[config.mk]
export PLATFORM = sky130hd
export DESIGN_NAME = charger_control_register_bank
export DESIGN_NICKNAME = d
export VERILOG_FILES = /design/src/inc/charger_regs_pkg.sv /design/src/verilog/charger_control_register_bank.sv
export SDC_FILE = /design/constraint.sdc
export NUM_CORES = 1
export LEC_CHECK = 0
export ABC_AREA = 1
export BUFFER_PORTS_ARGS = -buffer_cell sky130_fd_sc_hd__buf_4
export CAP_MARGIN = 10
export CORE_ASPECT_RATIO = 1.1
export CORE_MARGIN = 2
export CORE_UTILIZATION = 28
export DETAILED_ROUTE_END_ITERATION = 8
export PLACE_DENSITY = 0.51
export SETUP_SLACK_MARGIN = 0.2
export SYNTH_ARGS = -nofsm -noshare
export SYNTH_HDL_FRONTEND = slang
export SYNTH_SLANG_ARGS = --single-unit
[constraint.sdc]
create_clock -name sys_clk_in -period 1.9 [get_ports sys_clk_in]
set_clock_uncertainty 0.1 [all_clocks]
set_input_delay 0.19 -clock sys_clk_in [delete_from_list [all_inputs] [get_ports sys_clk_in]]
set_output_delay 0.19 -clock sys_clk_in [all_outputs]
set_load 0.01 [all_outputs]
[src/inc/charger_regs_pkg.sv]
// Register map, field layouts and reset values of the charger control bank
package charger_regs_pkg;
    localparam logic [7:0] CHARGE_CONTROL_OFFSET = 8'h01;
    localparam logic [7:0] FLOAT_VOLTAGE_OFFSET = 8'h02;
    localparam logic [7:0] CHIP_ID_OFFSET = 8'h03;
    localparam logic [7:0] CHARGE_CURRENT_OFFSET = 8'h04;
    localparam logic [7:0] UNMAPPED_READ_VALUE = 8'h00;

    localparam logic [7:0] CHARGE_CONTROL_RESET = 8'h30;
    localparam logic [7:0] FLOAT_VOLTAGE_RESET = 8'h0a;
    localparam logic [7:0] CHARGE_CURRENT_RESET = 8'h89;

    localparam int RELOAD_BIT = 7;
    localparam logic CURRENT_RESERVED_VALUE = 1'h1;
    localparam logic RELOAD_READ_VALUE = 1'h1;

    typedef struct packed {
        logic [1:0] input_current_limit_sel;
        logic [1:0] weak_battery_threshold;
        logic termination_enable;
        logic charge_inhibit;
        logic high_impedance_select;
        logic operation_select;
    } charge_control_t;

    typedef struct packed {
        logic [5:0] float_voltage_setting;
        logic host_supply_pin_polarity;
        logic host_supply_pin_enable;
    } float_voltage_and_pin_config_t;

    typedef struct packed {
        logic defaults_reload;
        logic [2:0] max_charge_current_sel;
        logic reserved_one;
        logic [2:0] termination_current_sel;
    } charge_current_config_t;

    typedef struct packed {
        logic [2:0] supplier_field;
        logic [2:0] part_number_field;
        logic [1:0] revision_field;
    } chip_identification_t;

    typedef struct packed {
        logic write_strobe;
        logic read_strobe;
        logic [7:0] address;
        logic [7:0] write_data;
    } reg_request_t;
endpackage

[src/verilog/charger_control_register_bank.sv]
// Register bank of the charger: control, float voltage, identification, charge current
//
// Contract
// - Charge-control register resets to 0x30.
// - Charge-control bits 7:6 hold the read/write input current limit select.
// - Charge-control bits 5:4 hold weak-battery threshold, 3.4V to 3.7V.
// - Charge-control bit 3 enables termination on low charge current.
// - Charge-control bit 2 set disables the charger.
// - Charge-control bit 1 set selects high-impedance mode.
// - Charge-control bit 0 selects charge (0) or boost (1) operation.
// - Offset 0x02 bits 7:2 are float voltage, default code 000010.
// - Offset 0x02 bit 1 sets host-supply pin polarity, 1 active high.
// - Offset 0x02 bit 0 makes the device act on the host-supply pin.
// - Offset 0x03 is read-only identification: supplier, part number, revision.
// - Writing 1 to offset 0x04 bit 7 reloads defaults; reads as 1.
// - Offset 0x04 bits 6:4 select maximum charge current.
// - Offset 0x04 bits 2:0 select the termination current.
// - Charge-current register resets to 0x89.
`timescale 1ns/1ps
module charger_control_register_bank #(
    // Identification values are arbitrary
    parameter logic [2:0] SUPPLIER_CODE = 3'h2,
    parameter logic [2:0] PART_NUMBER_CODE = 3'h5,
    parameter logic [1:0] REVISION_CODE = 2'h1
) (
    input wire logic sys_clk_in,
    input wire logic rst_b_in,
    input wire charger_regs_pkg::reg_request_t reg_request_in,
    output charger_regs_pkg::charge_control_t charge_control_out,
    output charger_regs_pkg::float_voltage_and_pin_config_t float_voltage_config_out,
    output logic [2:0] max_charge_current_sel_out,
    output logic [2:0] termination_current_sel_out,
    output logic defaults_reload_out,
    output logic [7:0] read_data_out,
    output logic read_valid_out
);
    charger_regs_pkg::charge_control_t charge_control;
    charger_regs_pkg::charge_control_t next_charge_control;
    charger_regs_pkg::float_voltage_and_pin_config_t float_voltage_config;
    charger_regs_pkg::float_voltage_and_pin_config_t next_float_voltage_config;
    charger_regs_pkg::charge_current_config_t charge_current;
    charger_regs_pkg::charge_current_config_t next_charge_current;
    charger_regs_pkg::chip_identification_t chip_identification;
    charger_regs_pkg::charge_current_config_t charge_current_view;
    logic defaults_reload;
    logic next_defaults_reload;
    logic [7:0] read_data;
    logic [7:0] next_read_data;
    logic read_valid;
    logic next_read_valid;
    logic reload_request;

    // Identification is fixed, not stored
    assign chip_identification = '{SUPPLIER_CODE, PART_NUMBER_CODE, REVISION_CODE};

    assign reload_request = reg_request_in.write_strobe
        && reg_request_in.address == charger_regs_pkg::CHARGE_CURRENT_OFFSET
        && reg_request_in.write_data[charger_regs_pkg::RELOAD_BIT];

    always_comb begin
        next_charge_control = charge_control;
        next_float_voltage_config = float_voltage_config;
        next_charge_current = charge_current;
        next_defaults_reload = 1'h0;
        if (reload_request) begin
            // Reload wins over the data written alongside it
            next_charge_control =
                charger_regs_pkg::charge_control_t'(charger_regs_pkg::CHARGE_CONTROL_RESET);
            next_float_voltage_config = charger_regs_pkg::float_voltage_and_pin_config_t'(
                charger_regs_pkg::FLOAT_VOLTAGE_RESET);
            next_charge_current = charger_regs_pkg::charge_current_config_t'(
                charger_regs_pkg::CHARGE_CURRENT_RESET);
            next_defaults_reload = 1'h1;
        end else if (reg_request_in.write_strobe) begin
            unique case (reg_request_in.address)
                charger_regs_pkg::CHARGE_CONTROL_OFFSET: begin
                    // All six fields are read/write
                    next_charge_control = reg_request_in.write_data;
                end
                charger_regs_pkg::FLOAT_VOLTAGE_OFFSET: begin
                    next_float_voltage_config = reg_request_in.write_data;
                end
                charger_regs_pkg::CHARGE_CURRENT_OFFSET: begin
                    next_charge_current.max_charge_current_sel =
                        reg_request_in.write_data[6:4];
                    next_charge_current.termination_current_sel =
                        reg_request_in.write_data[2:0];
                end
                default: begin
                    // Identification and unmapped offsets take no write
                    next_charge_control = charge_control;
                end
            endcase
        end
    end

    // Fixed bits read the same whatever was written
    always_comb begin
        charge_current_view = charge_current;
        charge_current_view.defaults_reload = charger_regs_pkg::RELOAD_READ_VALUE;
        charge_current_view.reserved_one = charger_regs_pkg::CURRENT_RESERVED_VALUE;
    end

    always_comb begin
        next_read_valid = reg_request_in.read_strobe;
        next_read_data = read_data;
        if (reg_request_in.read_strobe) begin
            unique case (reg_request_in.address)
                charger_regs_pkg::CHARGE_CONTROL_OFFSET: begin
                    next_read_data = charge_control;
                end
                charger_regs_pkg::FLOAT_VOLTAGE_OFFSET: begin
                    next_read_data = float_voltage_config;
                end
                charger_regs_pkg::CHIP_ID_OFFSET: begin
                    next_read_data = chip_identification;
                end
                charger_regs_pkg::CHARGE_CURRENT_OFFSET: begin
                    next_read_data = charge_current_view;
                end
                default: begin
                    next_read_data = charger_regs_pkg::UNMAPPED_READ_VALUE;
                end
            endcase
        end
    end

    always_ff @(posedge sys_clk_in) begin
        if (!rst_b_in) begin
            charge_control <=
                charger_regs_pkg::charge_control_t'(charger_regs_pkg::CHARGE_CONTROL_RESET);
            float_voltage_config <= charger_regs_pkg::float_voltage_and_pin_config_t'(
                charger_regs_pkg::FLOAT_VOLTAGE_RESET);
            charge_current <= charger_regs_pkg::charge_current_config_t'(
                charger_regs_pkg::CHARGE_CURRENT_RESET);
            defaults_reload <= 1'h0;
            read_data <= charger_regs_pkg::UNMAPPED_READ_VALUE;
            read_valid <= 1'h0;
        end else begin
            charge_control <= next_charge_control;
            float_voltage_config <= next_float_voltage_config;
            charge_current <= next_charge_current;
            defaults_reload <= next_defaults_reload;
            read_data <= next_read_data;
            read_valid <= next_read_valid;
        end
    end

    assign charge_control_out = charge_control;
    assign float_voltage_config_out = float_voltage_config;
    assign max_charge_current_sel_out = charge_current.max_charge_current_sel;
    assign termination_current_sel_out = charge_current.termination_current_sel;
    assign defaults_reload_out = defaults_reload;
    assign read_data_out = read_data;
    assign read_valid_out = read_valid;
endmodule // charger_control_register_bank
==> results.md, run 1 <==
* Gpl congestion at around 0.84
* Port Buffers at approximately 50
* Number of DRC markers in iteration 0 at 44
* Crit path DAT at 1.57 ns
* H-Tree Depth at 2
* CP cell instances: buf_4 -> inv_1 -> nand2_1 -> nor2_4 -> nand2_4 -> nor2_8 -> inv_4 -> o21ai_4 -> buf_4 -> a21oi_1
* Int Pwr at roughly 1.0 mW
* Vias at approximately 1500
* Storage element area at between 600 and 700 um2
* Fmax at between 600 and 700 MHz
* Setup Crit Path Kind: input port to flop
* Clock share of power at 0.409
* Commonest non-fill, non-tap cell in the layout: nand2_1
* Root buf cell: clkbuf_8
* Power density cells at between 600 and 700 nW/um2
* All-Layer GR Usage at 0.153
* Hold wc startpoint: reg_request_in[3]
* Part of the power in combinational logic at 0.075
* Cell row count at 27
* Hold Buf Count CTS at 0
* Ant. Diodes at 0
* Initial core utilization at 0.288
* CP max stage delay at 0.30 ns
* Die area at ~5700 um2
* Crit-path max FO at 10
* Synth Register Bits at 32
* Die Wd at 72.2 um
* Top_reg_cell synth: dfxtp_1
* Clock Sinks at 32
* Sequential share of power at 0.516
* Largest net degree at the start of global routing at 15
* Routed Antenna Nets at 0
* Worst VDD drop at ~0.33 mV
* Area Growth Syn to Fin at 40.6%
* Netlist Area Pre-Place at between 1000 and 1500 um2
* CTS Buf Count at 5
* Final hold slack at between 0.04 and 0.05 ns
* I/O pins at 52
* DRC at 0
* Hold path depth at 3
* Worst EP required at 1.97 ns
* Sw frac at 0.226
* First drt pass iteration count at 4
* R2r endpoint: read_data_out[0]$_SDFFE_PN0P_
* Final Cycle Share at 0.789
* Sw power at 0.296 mW
* Worst skew pair latency at 0.28 ns
* Initial antenna violation count at 0
* Status: finished, final reports clean
* CP most frequent cell: buf_4
* Syn nets at 220
* Clk pin slew, worst setup/hold paths at ~0.060 ns
* Gr ovfl total at 0
* Final Max Tran Viols at 0
* Core footprint at between 4000 and 5000 um2
* Multi-input logic area at 697 um2
* Max cap viols at 0
* Vias in the first global route at 1361
* Syn Area/Cell at a little over 7 um2
* Critical R2R Launch: float_voltage_config_out[0]$_SDFFE_PP0P_
* CTS tree: built
* Post-synthesis sequential area ratio at 0.448
* Worst reg-to-reg path cell count at 4
* Share of layout cells above drive strength 1 at 0.319
* First-pass GRT wire length at approximately 6.6 mm
* Slew margin rel. at 0.777
* Final setup vio count at 0
* CTS max path bufs at 2
* HP Class: input port to flop
* Leak Pwr at approximately 0.94 nW
* Synth unique cells at 23
* Internal reg-to-reg setup slack at ~0.93 ns
* Final hold vios at 0
* Post-DP HPWL at 3.28 mm
* Total power at ~1.3 mW
* Fillers at 540
* Final WL at roughly 4.2 mm
* Slew @ Worst Pin at ~0.33 ns
* Cells after Synth at 200
* Synth async-reset ratio at 0
* Die height at 79.0 um
* Commonest cells after routing, fill and taps aside: nand2_1 (77), buf_4 (59), dfxtp_1 (32)
* Nets at about 280
* Fin crit period at between 1 and 1.5 ns
* Crit path max-delay cell type: o21ai_4
* Hold Crit Endpoint: float_voltage_config_out[3]$_SDFFE_PP1P_
* Ys Warns at 0
* Critical Path End Type: flop
* Final TNS setup at 0 ns
* Via density at 4.69
* Routed WL per cell at 13.1 um
* Worst setup SP type: input port
* Unrepaired setup endpoints after global routing: no
* Post-synth EDFFs at 0
* Setup bufs post-CTS at 0
* PostCTS Resize Cnt at 0
metal layers:
metal  track usage  routed length (um)  part of all wire
met2         0.245                2060              0.49
met4        0.0585                  59             0.014
met3        0.0368                 232             0.055
met1         0.197                1870              0.44
met5             0                   0                 0
state kept, by name, indices dropped and copies added (netlist names):
name / count
max_charge_current_sel_out: 3
charge_control_out: 8
termination_current_sel_out: 3
float_voltage_config_out: 8
read_data_out: 8
read_valid_out: 1
defaults_reload_out: 1
synthesized netlist by cell type, types with 2 or more instances:
cell,instances,share of area
dfxtp_1,32,0.45
nor2_2,3,0.013
o21ai_0,4,0.014
nor2_4,2,0.016
inv_2,5,0.013
nand3_1,27,0.094
a21oi_1,23,0.080
inv_1,11,0.029
nand2_1,77,0.20
a21oi_2,2,0.012
nand2_2,2,0.0087
power by group through the flow:
stage               clock, mW  sequential, mW  combinational (mW)
floorplan                   0           0.690              0.0427
global placement            0           0.689              0.0991
detailed placement          0           0.689              0.0994
CTS                     0.551           0.674              0.0998
global route            0.574           0.674               0.109
finish                  0.534           0.674              0.0986
critical path: cells and delay by family:
kind,cells,cell delay [ns]
buffers and inverters,4,0.44
AO/OA/AOI/OAI,2,0.34
AND/OR/NAND/NOR,4,0.58
per-stage QoR:
stage	std cells	util	area, um2	worst slack [ns]
2_1_floorplan	200	-	1430	0.493
3_3_place_gp	313	0.387	1920	0.155
5_1_grt	321	0.405	2010	0.306
3_5_place_dp	313	0.387	1920	0.104
6_report	321	0.405	2010	0.401
4_1_cts	321	0.405	2010	0.405
cell type report:
cell class,instances,share of cell area
repair buffers,59,0.220
well taps,58,0.0360
flip-flops and latches,32,0.318
clock buffers,8,0.0447
multi-input cells,146,0.346
inverters,18,0.0348
worst max path at each step:
| stage | start | endpoint | slack [ns] | cells past startpoint |
|---|---|---|---|---|
| 3_5_place_dp | reg_request_in[13] | float_voltage_config_out[6]$_SDFFE_PP0P_ | 0.10 | 10 |
| 5_1_grt | reg_request_in[13] | charge_control_out[6]$_SDFFE_PP0P_ | 0.31 | 10 |
| 3_3_place_gp | reg_request_in[12] | float_voltage_config_out[6]$_SDFFE_PP0P_ | 0.16 | 10 |
| 6_report | reg_request_in[13] | float_voltage_config_out[6]$_SDFFE_PP0P_ | 0.40 | 10 |
| 4_1_cts | reg_request_in[13] | float_voltage_config_out[6]$_SDFFE_PP0P_ | 0.40 | 10 |
| 2_1_floorplan | reg_request_in[11] | float_voltage_config_out[0]$_SDFFE_PP0P_ | 0.49 | 9 |
cell families (layout without fill, tap and decap cells):
| family | after synthesis | count (layout) | synth area share |
|---|---|---|---|
| compound gates | 30 | 30 | 0.118 |
| buf+inv | 22 | 85 | 0.0656 |
| flops | 32 | 32 | 0.448 |
| simple gates | 116 | 116 | 0.369 |
No activity file was read; power rests on OpenSTA's default activity.
==> run 2, diff against run 1 <==
--- a/config.mk
+++ b/config.mk
@@ -5,14 +5,14 @@
 export SDC_FILE = /design/constraint.sdc
 export NUM_CORES = 1
 export LEC_CHECK = 0
-export ABC_AREA = 1
+export ABC_AREA = 0
 export BUFFER_PORTS_ARGS = -buffer_cell sky130_fd_sc_hd__buf_4
 export CAP_MARGIN = 10
 export CORE_ASPECT_RATIO = 1.1
 export CORE_MARGIN = 2
 export CORE_UTILIZATION = 28
 export DETAILED_ROUTE_END_ITERATION = 8
-export PLACE_DENSITY = 0.51
+export PLACE_DENSITY = 0.52
 export SETUP_SLACK_MARGIN = 0.2
 export SYNTH_ARGS = -nofsm -noshare
 export SYNTH_HDL_FRONTEND = slang
==> constraint.sdc (replaced) <==
create_clock -name sys_clk_in -period 1.4 [get_ports sys_clk_in]
set_clock_uncertainty 0.1 [all_clocks]
set_input_delay 0.14 -clock sys_clk_in [delete_from_list [all_inputs] [get_ports sys_clk_in]]
set_output_delay 0.14 -clock sys_clk_in [all_outputs]
set_load 0.01 [all_outputs]
==> results.md, run 2 <==
* Initial core utilization at 0.293
* Power density cells at around 840 nW/um2
* Synth area leaders: dfxtp_1 (47%), mux2i_1 (15%), nor2_1 (6.3%), nand2_1 (5.5%), o21ai_0 (3.6%)
* Gr ovfl total at 0
* Commonest cells after routing, fill and taps aside: buf_4 (70), dfxtp_1 (32), nor2_1 (22)
* Final setup vio count at 6
* Synth Area in Compound Gates at 0.133
* Final instance area at 2220 um2
* Most frequent cells after synthesis: dfxtp_1 (32), nor2_1 (23), mux2i_1 (21)
* Vias at roughly 1400
* Fin crit period at between 1 and 1.5 ns
* I/O pins at 52
* Critical Path End Type: flop
* Area Growth Syn to Fin at 62.1%
* Post-synth EDFFs at 0
* Worst reg-to-reg path cell count at 4
* Number of DRC markers in iteration 0 at 36
* DRC at 0
* Worst skew pair latency at slightly below 0.3 ns
* Clock share of power at 0.405
* Gpl congestion at between 0.9 and 1
* Final TNS setup at -0.0465 ns
* Post-synthesis sequential area ratio at 0.467
* H-Tree Depth at 2
* GRT met1 Usage at 0.188
* Synth Area in Simple Gates at 0.219
* Die height at ~77 um
* First drt pass iteration count at 4
* Final Max Tran Viols at 0
* Met2 Usage GRT at 0.254
* Final Cycle Share at 1.01
* Met3 global-route usage at 0.0571
* Synth async-reset ratio at 0
* Worst path depth at 7
* Via density at ~4.7
* Largest net degree at the start of global routing at 18
* Internal reg-to-reg setup slack at 0.38 ns
* CP cell instances: buf_6 -> or4_4 -> buf_6 -> nor4_4 -> buf_6 -> a31oi_4 -> nand2_1
* Clk pin slew, worst setup/hold paths at around 0.060 ns
* Unrepaired setup endpoints after global routing: yes
* WP buf/inv at 3
* Syn nets at about 170
* Share of layout cells above drive strength 1 at 0.422
* Slew margin rel. at 0.685
* Die area at between 5000 and 6000 um2
* Routed Antenna Nets at 0
* Routed WL per cell at approximately 14 um
* Hold path depth at 3
* XOR/XNOR share of the synthesized area at 0
* Max cap viols at 0
* Top cell type's share of synthesized area at 0.467
* Clock Sinks at 32
* Final hold vios at 0
* CP most frequent cell: buf_6
* Fin util at 0.475
* Syn Area/Cell at ~9.3 um2
* Top_reg_cell synth: dfxtp_1
* Final WL at 4.07 mm
* CP max stage delay at approximately 0.53 ns
* All-Layer GR Usage at 0.155
* Sequential share of power at 0.490
* Crit-path max FO at 8
* Synth unique cells at 26
* Final hold slack at ~0.009 ns
* Slew @ Worst Pin at between 0.4 and 0.5 ns
* Int Pwr at roughly 1.5 mW
* Mux cell area share after synthesis at 0.153
* Sw power at slightly above 0.4 mW
* Status: complete, but fails checks
* Area after DPL at between 1500 and 2000 um2
* CTS max path bufs at 2
* Combinational family with the most area after synthesis: simple AND/OR/NAND/NOR gates
* Count leader, synth: dfxtp_1
* Core footprint at roughly 4700 um2
* Worst EP required at 1.53 ns
* Area leader, netlist: dfxtp_1
* Adder and majority cell fraction of the synthesized area at 0
* HP Class: input port to flop
* Cell row count at 26
* Port Buffers at just over 50
* Final worst setup slack at -0.0125 ns
* Cells after Synth at ~150
* First-pass GRT wire length at around 6.6 mm
* Worst VDD drop at around 0.42 mV
* Crit path max-delay cell type: or4_4
* CTS Buf Count at 5
* Vias in the first global route at about 1300
* Crit path max-delay family: simple AND/OR/NAND/NOR gates
* Crit path DAT at 1.54 ns
* Initial antenna violation count at 0
* Sw frac at 0.220
* Ant. Diodes at 0
* Fmax at ~700 MHz
* Root buf cell: clkbuf_8
* Synth Register Bits at 32
* Commonest non-fill, non-tap cell in the layout: buf_4
* Die Wd at around 71 um
* Violated checks: setup timing
* Part of the power in combinational logic at 0.105
* Nets at ~250
* Post-Place Setup Slack at -0.421 ns
* Setup Crit Path Kind: input port to flop
* Ys Warns at 0
* Leak Pwr at 1.10 nW
* CTS tree: built
* Busiest metal layer after global routing: met2
* Netlist Area Pre-Place at 1370 um2
* Worst setup SP type: input port
* Post-DP HPWL at roughly 3.1 mm
-- run 2: changes by cell type in the layout (fill, tap and decap cells not counted), moves of 5 or more --
| cell | before | now |
|---|---|---|
| buf_6 | 0 | 5 |
| a22oi_2 | 0 | 5 |
| inv_2 | 5 | 0 |
| a21oi_1 | 23 | 5 |
| nor2_1 | 1 | 22 |
| o21ai_1 | 0 | 6 |
| mux2i_1 | 0 | 21 |
| nand2_1 | 77 | 20 |
| nand3_1 | 27 | 0 |
| dlygate4sd3_1 | 0 | 6 |
| inv_1 | 11 | 2 |
| buf_4 | 59 | 70 |
-- run 2: logic make-up (layout without fill, tap and decap cells) --
| kind of cell | Yosys count | after routing |
|---|---|---|
| compound gates | 29 | 29 |
| mux | 21 | 21 |
| flops | 32 | 32 |
| simple gates | 59 | 59 |
| buf+inv | 6 | 91 |
-- run 2: stage by stage --
stage	instances	power (mW)
2_1_floorplan	147	0.994
3_3_place_gp	273	1.11
3_5_place_dp	273	1.11
4_1_cts	287	1.88
5_1_grt	288	1.94
6_report	288	1.87
-- run 2: cell type report --
class                           count  area [um2]
Timing Repair Buffer               82         662
Multi-Input combinational cell    109         747
Fill cell                         481        2460
Tap cell                           56        70.1
Clock buffer                        7        96.3
Sequential cell                    32         641
Inverter                            2        7.51
-- run 2: power groups by stage --
stage               logic, mW  clock network, mW  registers [mW]
floorplan              0.0584                  0           0.935
global placement        0.172                  0           0.934
detailed placement      0.173                  0           0.934
CTS                     0.193              0.776           0.914
global route            0.211              0.820           0.913
finish                  0.197              0.756           0.914
-- run 2: repair_timing --
item                       CTS  global route
setup buffers                2             0
setup endpoints to repair   31            31
hold endpoints to repair     6             1
hold buffers                 5             1
gates resized for setup     11             5
pin swaps                   10            11
-- run 2: routing by layer --
layer	part of all wire	wire, um	vias up
met5	0	0	-
met4	0.014	56	0
met3	0.068	276	6
met2	0.49	1980	39
met1	0.43	1760	630
li1	-	-	685
-- run 2: path summary, 6_finish.rpt --
check | from | endpoint
setup / recovery | reg_request_in[12] | charge_control_out[5]$_SDFFE_PP1P_
hold / removal | reg_request_in[0] | charge_control_out[0]$_SDFFE_PP0P_
setup reg to reg | charge_control_out[0]$_SDFFE_PP0P_ | read_data_out[0]$_SDFFE_PN0P_
hold reg to reg | read_data_out[5]$_SDFFE_PN0P_ | read_data_out[5]$_SDFFE_PN0P_
-- run 2: worst reg2reg max path, cell delays in order, from the launching register on --
cell and delay [ns]:
dfxtp_1 0.33, o21ai_0 0.15, nand2_1 0.09, a22oi_2 0.16
o21ai_1 0.08
